<file path="src/gpost_pkg.sv">
// Constants, types and helpers for the output strobe assignment block
// Summary of operation
// RULE1: Assignment register at subaddress 0x26, reset 0x3, writes only when unlocked.
// RULE2: Bits 7-4 select strobe for output three, read/write, backed, reset 0h.
// RULE3: Bits 3-0 select strobe for output one, read/write, backed, reset 3h.
// RULE4: Codes 3h to Ah assert the output at strobe equal to code.
// RULE5: Codes 0h-2h and Bh-Fh leave the output outside sequencer control.
// RULE6: Host ignores the freshness seal flag when backup supplies are disabled.
// RULE7: Strobe index steps upward; matching outputs assert at their index.
package gpost_pkg;

    localparam logic [7:0] ASSIGN_ADDR   = 8'h26;
    localparam int         FIELD_W       = 4;
    localparam int         OUT3_LSB      = 4;
    localparam int         OUT1_LSB      = 0;
    localparam logic [3:0] OUT3_RST      = 4'h0;
    localparam logic [3:0] OUT1_RST      = 4'h3;
    localparam logic [7:0] ASSIGN_RST    = {OUT3_RST, OUT1_RST};
    localparam logic [3:0] STROBE_FIRST  = 4'h3;
    localparam logic [3:0] STROBE_LAST   = 4'ha;

    localparam int CLK_PERIOD_PS = 4000;
    localparam int STEP_TIME_NS  = 1000;
    localparam int STEP_CYCLES   = (STEP_TIME_NS * 1000 / CLK_PERIOD_PS) < 1
                                   ? 1 : STEP_TIME_NS * 1000 / CLK_PERIOD_PS;

    typedef enum logic [1:0] {
        GPOST_IDLE = 2'b00,
        GPOST_RUN  = 2'b01,
        GPOST_DONE = 2'b11
    } gpost_step_t;

    // True when a field code places its output under sequencer control
    function automatic logic gpost_code_ctl(input logic [3:0] code);
        return (code >= STROBE_FIRST) && (code <= STROBE_LAST);
    endfunction

endpackage

</file>
<file path="src/gpost_top.sv">
// Output strobe assignment register and sequencer output control
`timescale 1ns/100ps
module gpost_top
    import gpost_pkg::*;
#(
    parameter int STEP_CYCLES_P = STEP_CYCLES
) (
    input  wire logic       clk_sys_in,
    input  wire logic       rstn_in,
    input  wire logic [7:0] reg_addr_in,
    input  wire logic [7:0] reg_wdata_in,
    input  wire logic       reg_wr_in,
    input  wire logic       reg_rd_in,
    input  wire logic       pw_unlocked_in,
    input  wire logic       nv_load_in,
    input  wire logic [7:0] nv_data_in,
    input  wire logic       seq_start_in,
    input  wire logic       seq_down_in,
    input  wire logic       out1_manual_in,
    input  wire logic       out3_manual_in,
    output logic [7:0]      reg_rdata_out,
    output logic            reg_rvalid_out,
    output logic            wr_refused_out,
    output logic            nv_store_req_out,
    output logic            general_output_one_out,
    output logic            general_output_three_out,
    output logic            out1_seq_ctl_out,
    output logic            out3_seq_ctl_out,
    output logic            seq_busy_out,
    output logic            seq_done_out
);

    typedef struct packed {
        logic [7:0] assign_q;
        logic [7:0] rdata;
        logic       rvalid;
        logic       refused;
        logic       nv_req;
        logic       out1;
        logic       out3;
        logic       ctl1;
        logic       ctl3;
        logic       busy;
        logic       done;
    } gpost_state_t;

    gpost_state_t s_reg;
    gpost_state_t s_next;

    logic [3:0] step_idx;
    logic       step_strobe;
    logic       step_busy;
    logic       step_done;
    logic       hit;
    logic       wr_ok;
    logic [3:0] sel1;
    logic [3:0] sel3;

    ////////////////////////////////////////////////////////////////////////
    // Strobe stepper

    gpost_stepper #(
        .STEP_CYCLES_P (STEP_CYCLES_P)
    ) u_stepper (
        .clk_sys_in (clk_sys_in),
        .rstn_in    (rstn_in),
        .start_in   (seq_start_in),
        .abort_in   (seq_down_in),
        .idx_out    (step_idx),
        .strobe_out (step_strobe),
        .busy_out   (step_busy),
        .done_out   (step_done)
    );

    ////////////////////////////////////////////////////////////////////////
    // Register access and output control

    assign hit   = (reg_addr_in == ASSIGN_ADDR);
    // RULE1: writes need unlock
    assign wr_ok = reg_wr_in && hit && pw_unlocked_in;
    assign sel1  = s_reg.assign_q[OUT1_LSB +: FIELD_W];
    assign sel3  = s_reg.assign_q[OUT3_LSB +: FIELD_W];

    always_comb begin
        s_next         = s_reg;
        s_next.rvalid  = reg_rd_in;
        s_next.refused = reg_wr_in && hit && !pw_unlocked_in;
        s_next.nv_req  = wr_ok;
        s_next.busy    = step_busy;
        s_next.done    = step_done;
        s_next.rdata   = hit ? s_reg.assign_q : 8'h00;
        if (!reg_rd_in) begin
            s_next.rdata = s_reg.rdata;
        end
        // RULE2: backed fields reload
        if (nv_load_in) begin
            s_next.assign_q = nv_data_in;
        // RULE3: software field write
        end else if (wr_ok) begin
            s_next.assign_q = reg_wdata_in;
        end
        // RULE5: uncontrolled codes
        s_next.ctl1 = gpost_code_ctl(sel1);
        s_next.ctl3 = gpost_code_ctl(sel3);
        if (!s_next.ctl1) begin
            s_next.out1 = out1_manual_in;
        end else if (seq_down_in) begin
            s_next.out1 = 1'b0;
        // RULE4: assert at matching strobe
        end else if (step_strobe && step_idx == sel1) begin
            s_next.out1 = 1'b1;
        end
        if (!s_next.ctl3) begin
            s_next.out3 = out3_manual_in;
        end else if (seq_down_in) begin
            s_next.out3 = 1'b0;
        end else if (step_strobe && step_idx == sel3) begin
            s_next.out3 = 1'b1;
        end
    end

    always_ff @(posedge clk_sys_in) begin
        if (!rstn_in) begin
            s_reg <= '{assign_q: ASSIGN_RST, rdata: 8'h00, rvalid: 1'b0,
                       refused: 1'b0, nv_req: 1'b0, out1: 1'b0,
                       out3: 1'b0, ctl1: 1'b0, ctl3: 1'b0, busy: 1'b0,
                       done: 1'b0};
        end else begin
            s_reg <= s_next;
        end
    end

    assign reg_rdata_out            = s_reg.rdata;
    assign reg_rvalid_out           = s_reg.rvalid;
    assign wr_refused_out           = s_reg.refused;
    assign nv_store_req_out         = s_reg.nv_req;
    assign general_output_one_out   = s_reg.out1;
    assign general_output_three_out = s_reg.out3;
    assign out1_seq_ctl_out         = s_reg.ctl1;
    assign out3_seq_ctl_out         = s_reg.ctl3;
    assign seq_busy_out             = s_reg.busy;
    assign seq_done_out             = s_reg.done;

    ////////////////////////////////////////////////////////////////////////
    // Checks

    reset_value_a: assert property ( // RULE1
        @(posedge clk_sys_in) disable iff (!rstn_in)
        $past(!rstn_in) |-> s_reg.assign_q == ASSIGN_RST)
        else $error("assignment register not at reset value");

    locked_write_a: assert property ( // RULE1
        @(posedge clk_sys_in) disable iff (!rstn_in)
        (reg_wr_in && hit && !pw_unlocked_in && !nv_load_in)
        |=> $stable(s_reg.assign_q) && wr_refused_out && !nv_store_req_out)
        else $error("locked write changed the register");

    out3_field_a: assert property ( // RULE2
        @(posedge clk_sys_in) disable iff (!rstn_in)
        (wr_ok && !nv_load_in)
        |=> sel3 == $past(reg_wdata_in[7:4]) && nv_store_req_out)
        else $error("output three field not written");

    out1_readback_a: assert property ( // RULE3
        @(posedge clk_sys_in) disable iff (!rstn_in)
        (wr_ok && !nv_load_in) ##1 (reg_rd_in && hit && !nv_load_in)
        |=> reg_rvalid_out && reg_rdata_out[3:0] == $past(reg_wdata_in[3:0], 2))
        else $error("output one field read back wrong");

    strobe_assert_a: assert property ( // RULE4
        @(posedge clk_sys_in) disable iff (!rstn_in)
        (step_strobe && gpost_code_ctl(sel1) && step_idx == sel1
         && !seq_down_in && !nv_load_in && !wr_ok)
        |=> general_output_one_out && out1_seq_ctl_out)
        else $error("output one missed its strobe");

    uncontrolled_a: assert property ( // RULE5
        @(posedge clk_sys_in) disable iff (!rstn_in)
        !gpost_code_ctl(sel3)
        |=> general_output_three_out == $past(out3_manual_in)
            && !out3_seq_ctl_out)
        else $error("uncontrolled output three was driven");

    // A fresh run reloads the first index, so only steps within a run count
    ascending_idx_a: assert property ( // RULE7
        @(posedge clk_sys_in) disable iff (!rstn_in)
        (step_busy && $past(step_busy) && $changed(step_idx))
        |-> step_idx == $past(step_idx) + 4'h1)
        else $error("strobe index did not step upward");

    strobe_range_a: assert property ( // RULE7
        @(posedge clk_sys_in) disable iff (!rstn_in)
        step_strobe |-> step_busy && gpost_code_ctl(step_idx))
        else $error("strobe outside a run or index out of range");

    out3_strobe_a: assert property ( // RULE4
        @(posedge clk_sys_in) disable iff (!rstn_in)
        (step_strobe && gpost_code_ctl(sel3) && step_idx == sel3
         && !seq_down_in)
        |=> general_output_three_out && out3_seq_ctl_out)
        else $error("output three missed its strobe");

    seq_down_a: assert property ( // RULE4
        @(posedge clk_sys_in) disable iff (!rstn_in)
        (seq_down_in && gpost_code_ctl(sel1))
        |=> !general_output_one_out)
        else $error("output one not released by power-down");

    out1_manual_a: assert property ( // RULE5
        @(posedge clk_sys_in) disable iff (!rstn_in)
        !gpost_code_ctl(sel1)
        |=> general_output_one_out == $past(out1_manual_in)
            && !out1_seq_ctl_out)
        else $error("uncontrolled output one was driven");

    other_read_a: assert property ( // RULE1
        @(posedge clk_sys_in) disable iff (!rstn_in)
        (reg_rd_in && !hit)
        |=> reg_rvalid_out && reg_rdata_out == 8'h00)
        else $error("read of another address returned data");

    rdata_hold_a: assert property ( // RULE1
        @(posedge clk_sys_in) disable iff (!rstn_in)
        !reg_rd_in |=> $stable(reg_rdata_out) && !reg_rvalid_out)
        else $error("read data moved without a read");

endmodule

</file>
<file path="src/gpost_stepper.sv">
// Power-up strobe index stepper
`timescale 1ns/100ps
module gpost_stepper
    import gpost_pkg::*;
#(
    parameter int STEP_CYCLES_P = STEP_CYCLES
) (
    input  wire logic       clk_sys_in,
    input  wire logic       rstn_in,
    input  wire logic       start_in,
    input  wire logic       abort_in,
    output logic [3:0]      idx_out,
    output logic            strobe_out,
    output logic            busy_out,
    output logic            done_out
);

    typedef struct packed {
        gpost_step_t st;
        logic [3:0]  idx;
        logic [15:0] cnt;
        logic        strobe;
    } gpost_stp_state_t;

    localparam logic [15:0] CNT_LAST = 16'(STEP_CYCLES_P - 1);

    gpost_stp_state_t s_reg;
    gpost_stp_state_t s_next;

    always_comb begin
        s_next        = s_reg;
        s_next.strobe = 1'b0;
        case (s_reg.st)
            GPOST_IDLE: begin
                if (start_in) begin
                    s_next.st  = GPOST_RUN;
                    s_next.idx = STROBE_FIRST;
                    s_next.cnt = '0;
                end
            end
            GPOST_RUN: begin
                if (abort_in) begin
                    s_next.st = GPOST_IDLE;
                // RULE7: ascending index steps
                end else if (s_reg.strobe) begin
                    if (s_reg.idx == STROBE_LAST) begin
                        s_next.st = GPOST_DONE;
                    end else begin
                        s_next.idx = s_reg.idx + 4'h1;
                    end
                end else if (s_reg.cnt == CNT_LAST) begin
                    s_next.cnt    = '0;
                    s_next.strobe = 1'b1;
                end else begin
                    s_next.cnt = s_reg.cnt + 16'h0001;
                end
            end
            GPOST_DONE: begin
                if (abort_in) begin
                    s_next.st = GPOST_IDLE;
                end
            end
            default: begin
                s_next.st = GPOST_IDLE;
            end
        endcase
    end

    always_ff @(posedge clk_sys_in) begin
        if (!rstn_in) begin
            s_reg <= '{st: GPOST_IDLE, idx: 4'h0, cnt: 16'h0000,
                       strobe: 1'b0};
        end else begin
            s_reg <= s_next;
        end
    end

    assign idx_out    = s_reg.idx;
    assign strobe_out = s_reg.strobe;
    assign busy_out   = (s_reg.st == GPOST_RUN);
    assign done_out   = (s_reg.st == GPOST_DONE);

endmodule

</file>
<file path="config.mk">
export PLATFORM = sky130hd
export DESIGN_NAME = gpost_top
export DESIGN_NICKNAME = d
export VERILOG_FILES = /design/src/gpost_pkg.sv /design/src/gpost_top.sv /design/src/gpost_stepper.sv
export SDC_FILE = /design/constraint.sdc
export NUM_CORES = 1
export LEC_CHECK = 0
export BUFFER_PORTS_ARGS = -buffer_cell sky130_fd_sc_hd__buf_4
export CORE_UTILIZATION = 45
export CTS_CLUSTER_SIZE = 30
export DETAILED_ROUTE_END_ITERATION = 10
export HOLD_SLACK_MARGIN = 0.1
export MAX_ROUTING_LAYER = met4
export PLACE_DENSITY_LB_ADDON = 0.08
export SYNTH_ARGS = -nofsm -noshare
export SYNTH_HDL_FRONTEND = slang
export SYNTH_HIERARCHICAL = 1
export SYNTH_SLANG_ARGS = --single-unit
</file>
<file path="constraint.sdc">
create_clock -name clk_sys_in -period 2.8 [get_ports clk_sys_in]
set_input_delay 0.56 -clock clk_sys_in [delete_from_list [all_inputs] [get_ports clk_sys_in]]
set_output_delay 0.56 -clock clk_sys_in [all_outputs]
set_load 0.01 [all_outputs]
</file>
# Word-level counts from Yosys, hierarchy flattened
# Cells that the tools add are included.
# W data, S select, Z words.
[classes]
magnitude_cmp = 4
n_addsub = 2
n_mux = 21
n_eq_ne = 17
reduce_logical = 15
n_bitwise = 2
[ops]
columns = ["operator", "count"]
rows = [
  ["$pmux W20 S2", 1],
  ["$mux W8", 3],
  ["$mux W22", 1],
  ["$mux W21", 1],
  ["$mux W17", 1],
  ["$add A16 B1 Y16 const B", 1],
  ["$eq A16 B8 Y1 const B", 1],
  ["$mux W16", 1],
  ["$ne A3 B2 Y1 const B", 4],
  ["$ne A2 B2 Y1 const B", 5],
  ["$eq A4 B4 Y1", 2],
  ["$eq A8 B6 Y1 const B", 1],
  ["$ge A4 B2 Y1 const B", 2],
  ["$le A4 B4 Y1 const B", 2],
  ["$reduce_and A4 Y1", 2],
  ["$logic_and A1 B1 Y1", 7],
  ["$mux W1", 7],
  ["$mux W2", 3],
  ["$mux W6", 1],
  ["$pmux W2 S3", 1],
  ["$reduce_and A5 Y1", 1],
  ["$add A4 B1 Y4 const B", 1],
  ["$eq A4 B4 Y1 const B", 1],
  ["$mux W4", 1],
  ["8 further kinds", 10],
]
[totals]
reg_bits = 48
output_inout_bits = 17

# Longest topological paths before layout
# Gate-level depths: netlist of run 1.
[depth]
ltp_word = 5
depth_mapped = 8
depth_no_buf = 6

# Hierarchy
# The synthesis of run 1 kept the hierarchy.
[by_module_without_submodules]
columns = ["mod", "cells_per_inst", "area_each_um2", "seq_area_each_um2", "instances"]
rows = [
  ["gpost_stepper", 155, 1310.0, 460.4, 1],
  ["gpost_top", 118, 1174.9, 500.5, 1],
]

# Worst setup path after synthesis of run 1
# Ideal clock, no wire load.
[synth_path]
path_kind = "input -> register"
from = "input port seq_down_in"
to = "register u_stepper/s_reg[16] in the netlist's numbering"
t_arrival_ps = 2120
n_path_buf = 0
slack_ps = 600
cell_stages = 4
cell_sequence = "or4b_4 -> a211o_1 -> or4_4 -> a211oi_2"
[synth_between]
elab_chain_len = 2
[synth_rtl]
columns = ["item", "line_no", "source"]
rows = [
  ["start: declaration", "gpost_top.sv:18", "input wire logic seq_down_in,"],
  ["$ne A2 B2 Y1 (no source line)", "-", ""],
  ["$reduce_and A4 Y1 (no source line)", "-", ""],
  ["end signal: assignment", "gpost_stepper.sv:71", "s_reg <= '{st: GPOST_IDLE, idx: 4'h0, cnt: 16'h0000,"],
  ["end signal: assignment", "gpost_stepper.sv:74", "s_reg <= s_next;"],
  ["end: declaration", "gpost_stepper.sv:27", "gpost_stp_state_t s_reg;"],
]
# Every way passes these cells.
# A chain may end at the register's enable or synchronous reset.

# Worst setup path after layout of run 1
[layout_path]
from = "register u_stepper/s_reg[1] in the netlist's numbering"
to = "register u_stepper/s_reg[10] in the netlist's numbering"
[layout_between]
elab_chain_len = 5
elab_cells_between_ends = 6
classes_between = "add/sub (1); eq/ne (1); mux (4)"
[layout_rtl]
columns = ["item", "line_no", "source"]
rows = [
  ["$add A16 B1 Y16 or $eq A16 B8 Y1 (tied branches)", "gpost_stepper.sv:55, gpost_stepper.sv:51", ""],
  ["$mux W16 (*)", "gpost_stepper.sv:51", "end else if (s_reg.cnt == CNT_LAST) begin"],
  ["$mux W17 (*)", "gpost_stepper.sv:45", "end else if (s_reg.strobe) begin"],
  ["$mux W21 (*)", "gpost_stepper.sv:42", "if (abort_in) begin"],
  ["$pmux W20 S2 (*)", "gpost_stepper.sv:33", "case (s_reg.st)"],
]
# Every way passes the cells marked *; elsewhere a longest branch is shown, timed or not. The select of a mux whose other input is x is not followed.

==> results of run 1 <==
==> synth_stat cells (2+ instances only) <==
library cell,n
dfxtp_1,48
nand2_1,18
buf_4,13
nand3_1,11
nor2_1,11
nor2b_1,10
o21ai_0,10
a211oi_1,8
a22oi_1,8
clkbuf_1,8
inv_1,8
mux2i_1,8
and2_1,7
nor3_1,7
or3_1,7
xnor2_1,7
nand4_1,6
o211a_1,6
xor2_1,6
a21oi_1,5
nand3b_1,5
nor3b_1,5
ha_1,4
or4b_1,4
a31oi_1,3
a32oi_1,3
o211ai_1,3
a211o_1,2
and3_1,2
nand4b_1,2
nor4_1,2
o311a_1,2
or4_1,2
or4b_4,2
==> how the worst max path moves through the flow <==
stage	to	slack, ns	depth (start not counted)
5_1_grt	u_stepper/s_reg[15]	0.30	6
3_5_place_dp	u_stepper/s_reg[16]	0.34	5
2_1_floorplan	u_stepper/s_reg[16]	0.60	4
4_1_cts	u_stepper/s_reg[15]	0.48	6
6_report	u_stepper/s_reg[10]	0.46	6
3_3_place_gp	u_stepper/s_reg[16]	0.37	5
==> final cells by class <==
| class | instances | area share [%] |
|---|---|---|
| repair buffers | 56 | 14.3 |
| flip-flops and latches | 48 | 32.6 |
| well taps | 70 | 2.97 |
| clock inverters | 2 | 1.19 |
| multi-input cells | 191 | 45.4 |
| inverters | 9 | 1.15 |
| clock buffers | 6 | 2.46 |
==> per-layer routing <==
layer | part of all wire, % | vias to the layer above | track usage, %
li1 | - | 1069 | -
met1 | 52 | 986 | 25.7
met2 | 42 | 47 | 26.9
met3 | 4.7 | 5 | 3.71
met4 | 0.89 | 0 | 5.19
met5 | 0 | - | -
==> placed cells by master, fill, tap and decap left out, drive strengths merged, types with 2 or more instances in the layout <==
| cell | n |
|---|---|
| a21oi | 5 |
| inv | 8 |
| dfxtp | 48 |
| nand3b | 5 |
| buf | 56 |
| nand3 | 11 |
| nand4 | 6 |
| nand4b | 2 |
| xor2 | 6 |
| or3 | 7 |
| and2 | 7 |
| or4b | 6 |
| o211ai | 3 |
| or4 | 3 |
| nor3 | 8 |
| clkinv | 2 |
| o31ai | 2 |
| nand2 | 18 |
| a211oi | 9 |
| nor2 | 11 |
| nor4 | 2 |
| ha | 4 |
| nor3b | 5 |
| a31oi | 3 |
| and3 | 2 |
| o21ai | 10 |
| nor2b | 10 |
| mux2i | 8 |
| a32oi | 3 |
| o211a | 6 |
| a22oi | 8 |
| clkbuf | 6 |
| o311a | 2 |
| a211o | 2 |
| xnor2 | 7 |
==> metrics by stage <==
step,instances,utilization (%),hold slack (ns)
detailed placement,374,54.6,0.501
global placement,374,54.6,0.496
CTS,382,56.6,0.420
floorplan,273,-,0.469
global route,382,56.6,0.415
finish,382,56.6,0.426
==> critical path, delay by kind of cell (launching register included) <==
kind            cells  cell delay [ns]
flops               1             0.40
buf+inv             1             0.21
simple gates        2             1.12
fa+ha+maj           1             0.16
compound gates      2             0.34
==> where the power goes <==
| group | total (mW) | switching (mW) | internal (mW) |
|---|---|---|---|
| clock | 0.492 | 0.227 | 0.265 |
| sequential | 0.728 | 0.0260 | 0.703 |
| combinational | 0.169 | 0.0792 | 0.0901 |
==> kinds of logic after synthesis <==
group | share of synthesized area [%]
buffers and inverters | 7.50
AO/OA/AOI/OAI | 18.1
multiplexers | 3.22
AND/OR/NAND/NOR | 25.9
flip-flops | 38.7
adder cells (fa/ha/maj) | 2.01
XOR/XNOR | 4.58
==> impl_metrics.py, run 1 <==
metrics = {
    "floorplanning": {
        "fp-row-count": 26,
        "io_pins": 51,
        "die_x_um": 76.3,
        "initial_core_util_pct": 47.7,
        "fp.coreArea_mm2": 0.00520,
        "fp.dieH_um": 76.3,
        "die_area_mm2": 0.00582,
    },
    "critical_path": {
        "crit_arrival_ns": 2.53,
        "critPathSlowestCell": "or4_1",
        "critPathRequiredTime_ns": 2.99,
        "crit_path_max_fanout": 10,
        "r2r-end": "u_stepper/s_reg[10]",
        "crit_type": "reg2reg",
        "crit_chain": "ha_1 -> or4b_1 -> or4_1 -> a21oi_1 -> buf_4 -> a211oi_1",
        "max_stage_delay_ns": 0.71,
        "crit_start": "u_stepper/s_reg[1]",
        "reg2reg_depth": 6,
        "r2r_slack_ns": 0.46,
        "rr_startpoint": "u_stepper/s_reg[1]",
        "worst_setup_path_end_kind": "register",
        "start_kind": "register",
    },
    "yosys": {
        "synth_seq_cells": 48,
        "syn_avg_cell_area_um2": 9.10,
        "syn-cell-area_mm2": 0.00248,
        "synthDistinctLibCells": 54,
        "synth_area_leaders": "dfxtp_1 (39%), buf_4 (3.9%), mux2i_1 (3.2%)",
        "yosysSeqAreaShare_pct": 38.7,
        "async_reset_ff_share_pct": 0,
        "synth_ff_type": "dfxtp_1",
        "yosys.area.top_type": "dfxtp_1",
        "synth_cells": 273,
        "synth_nets": 311,
        "synth_edf_count": 0,
        "synth_top_cell_area_share_pct": 38.7,
        "yosysWarnings": 6,
    },
    "finish": {
        "num-fill-cells": 489,
        "largest_reg_flops": 18,
        "n_antenna_cell": 0,
        "seq_area_um2": 961,
        "final_nets": 349,
        "drive_above_1_share_pct": 22.4,
        "multi_input_area_mm2": 0.00134,
        "area_growth_pct": 18.6,
        "final_area_mm2": 0.00295,
    },
    "global_route": {
        "grt_overflow_total": 0,
        "grt_max_degree": 39,
        "grt_pass1_vias": 1787,
        "antenna_found_initial": 0,
        "grt_pass1_wl_um": 8490,
        "grt_usage_pct": 18.5,
    },
    "sta": {
        "hold_viol": 0,
        "fmax_mhz": 427,
        "relSlewSlack_pct": 58.2,
        "finClkSkew_ns": 0.00732,
        "tightest_slew_ns": 0.627,
        "period_share_pct": 83.7,
        "setup_viol": 0,
        "period_needed_ns": 2.34,
        "rsz0062_at_grt": "false",
        "worst_slack_ns": 0.457,
        "setup_tns_ns": 0,
        "drv_slew": 0,
    },
    "routing": {
        "wl_per_cell_um": 13.5,
        "vias": 2107,
        "drc": 0,
        "first_pass_iters": 4,
        "drt-initial-drc-count": 99,
        "antenna_left": 0,
        "routed_wl_um": 5170,
        "vias_per_cell": 5.52,
    },
    "placed_design": {
        "dp_hpwl_um": 3820,
        "gp_congestion": 0.754,
        "post_dp_cell_area_mm2": 0.00284,
        "numPortBuffers": 50,
        "pre_cts_slack_ns": 0.336,
    },
    "hold_path": {
        "whs_path_depth": 2,
        "hold_class": "in2reg",
        "min-delay-start": "pw_unlocked_in",
        "holdPathEnd": "wr_refused_out",
    },
    "pwr": {
        "power_mw": 1.39,
        "power_density_mw_per_mm2": 472,
        "p_leak_nw": 1.15,
        "vdd_drop_max_mv": 0.275,
    },
    "clock_tree": {
        "clkSinkCount": 48,
        "htreeDepth": 2,
        "clk_pin_slew_ns": 0.09,
        "hold_buffers": 0,
        "cts.repair.resized": 0,
        "clk_latency_ns": 0.30,
        "cts_tree": "yes",
        "cts.root.buffer_cell": "clkbuf_8",
        "cts_buffers": 5,
        "clock_path_buffers": 2,
        "post_cts_buffers": 0,
    },
    "run_status": {
        "outcome": "finished clean",
    },
    "run": {
        "drv_cap": 0,
    },
}
No activity file was read; power rests on OpenSTA's default activity.
==> inputs of run 2 (changes only) <==
- clock period: 2.8 -> 2.05 ns (I/O delays scaled with it)
==> impl_metrics.py, run 2 (synthesis gave the netlist of run 1 again) <==
metrics = {
    "run_status": {
        "outcome": "finished clean",
    },
    "finish": {
        "final_area_mm2": 0.00318,
        "drive_above_1_share_pct": 30.6,
        "instances_no_fill": 407,
        "final_nets": 374,
        "largest_reg_flops": 18,
        "area_growth_pct": 27.9,
        "n_antenna_cell": 0,
        "utilization_pct": 61.1,
        "final_common_cell": "buf_4",
        "layout_common_cells": "buf_4 (78), dfxtp_1 (46), nand2_1 (18), nor2_1 (11), nand3_1 (11)",
    },
    "global_route": {
        "grt_max_degree": 39,
        "grt_usage_pct": 19.9,
        "grt_overflow_total": 0,
        "grt_pass1_vias": 1886,
        "grt_pass1_wl_um": 9150,
        "antenna_found_initial": 0,
    },
    "placed_design": {
        "post_dp_cell_area_mm2": 0.00303,
        "numPortBuffers": 50,
        "gp_congestion": 0.861,
        "pre_cts_slack_ns": -0.229,
        "dp.cells": 396,
        "dp_hpwl_um": 4110,
    },
    "critical_path": {
        "critPathRequiredTime_ns": 2.27,
        "crit_arrival_ns": 2.24,
        "max_stage_delay_ns": 0.55,
        "critPathSlowestCell": "or4b_4",
        "start_kind": "register",
        "cp.buffers_inverters": 0,
        "crit_chain": "or4b_4 -> a211o_4 -> or4_4 -> a211oi_2",
        "worst_setup_path_end_kind": "register",
        "crit_type": "reg2reg",
        "crit_path_max_fanout": 6,
        "path_delay_family": "simple AND/OR/NAND/NOR gates",
    },
    "sta": {
        "finClkSkew_ns": 0.00622,
        "worst_slack_ns": 0.0311,
        "setup_viol": 0,
        "setup_tns_ns": 0,
        "tightest_slew_ns": 0.669,
        "hold_ws_ns": 0.286,
        "drv_slew": 0,
        "period_needed_ns": 2.02,
        "period_share_pct": 98.5,
        "fmax_mhz": 495,
        "relSlewSlack_pct": 55.4,
        "hold_viol": 0,
    },
    "routing": {
        "wl_per_cell_um": 13.7,
        "vias": 2197,
        "antenna_left": 0,
        "drt-initial-drc-count": 101,
        "first_pass_iters": 4,
        "vias_per_cell": 5.40,
        "routed_wl_um": 5590,
        "drc": 0,
    },
    "clock_tree": {
        "htreeDepth": 2,
        "cts.root.buffer_cell": "clkbuf_8",
        "clk_latency_ns": 0.30,
        "clock_path_buffers": 2,
        "clkSinkCount": 48,
        "clk_pin_slew_ns": 0.09,
        "cts_tree": "yes",
        "cts_buffers": 5,
    },
    "floorplanning": {
        "fp-row-count": 26,
        "io_pins": 51,
        "fp.coreArea_mm2": 0.00520,
        "initial_core_util_pct": 47.7,
        "die_area_mm2": 0.00582,
        "die_x_um": 76.3,
        "fp.dieH_um": 76.3,
    },
    "pwr": {
        "power_density_mw_per_mm2": 577,
        "p_leak_nw": 1.29,
        "power_mw": 1.83,
        "vdd_drop_max_mv": 0.374,
    },
    "hold_path": {
        "hold_class": "in2reg",
    },
    "run": {
        "drv_cap": 0,
    },
}
## run 2: cell count changes in the layout (fill, tap and decap cells not counted), moves of 2 or more
cell and delta:
buf_4 +22, dfxtp_1 -2, buf_6 +2, dfxtp_2 +2
## run 2: power breakdown
part | internal (mW) | total, mW | switching, mW
Sequential | 0.960 | 0.985 | 0.0255
Clock | 0.270 | 0.578 | 0.308
Combinational | 0.142 | 0.270 | 0.127
## run 2: worst paths after layout
check / cells after the start / end / slack [ns] / start
max: 4 / u_stepper/s_reg[16] / 0.03 / u_stepper/s_reg[22]
max reg2reg: 4 / u_stepper/s_reg[16] / 0.03 / u_stepper/s_reg[22]
min: 2 / wr_refused_out / 0.29 / pw_unlocked_in
min reg2reg: 2 / u_stepper/s_reg[13] / 0.52 / u_stepper/s_reg[13]
## run 2: final cells by class
class | count | area, um2
timing repair buffer | 81 | 628
tap | 70 | 87.6
clock inverter | 2 | 10.0
fill | 468 | 2030
inverter | 9 | 33.8
sequential | 48 | 963
clock buffer | 6 | 82.6
multi-input combinational | 191 | 1370
## run 2: what timing repair did
action                                  in CTS  in global routing
hold buffers                                 0                  0
pin swaps                                    0                  5
endpoints found under the setup margin      10                 14
resized for setup                            3                  7
setup buffers                                0                  3
## run 2: layer usage
metal	up-vias	GRT usage, %	routed length [um]	part of all wire (%)
met5	-	-	0	0
li1	1124	-	-	-
met3	8	2.99	241	4.3
met4	0	6.92	69	1.2
met1	1006	28.8	2840	51
met2	59	28.0	2440	44
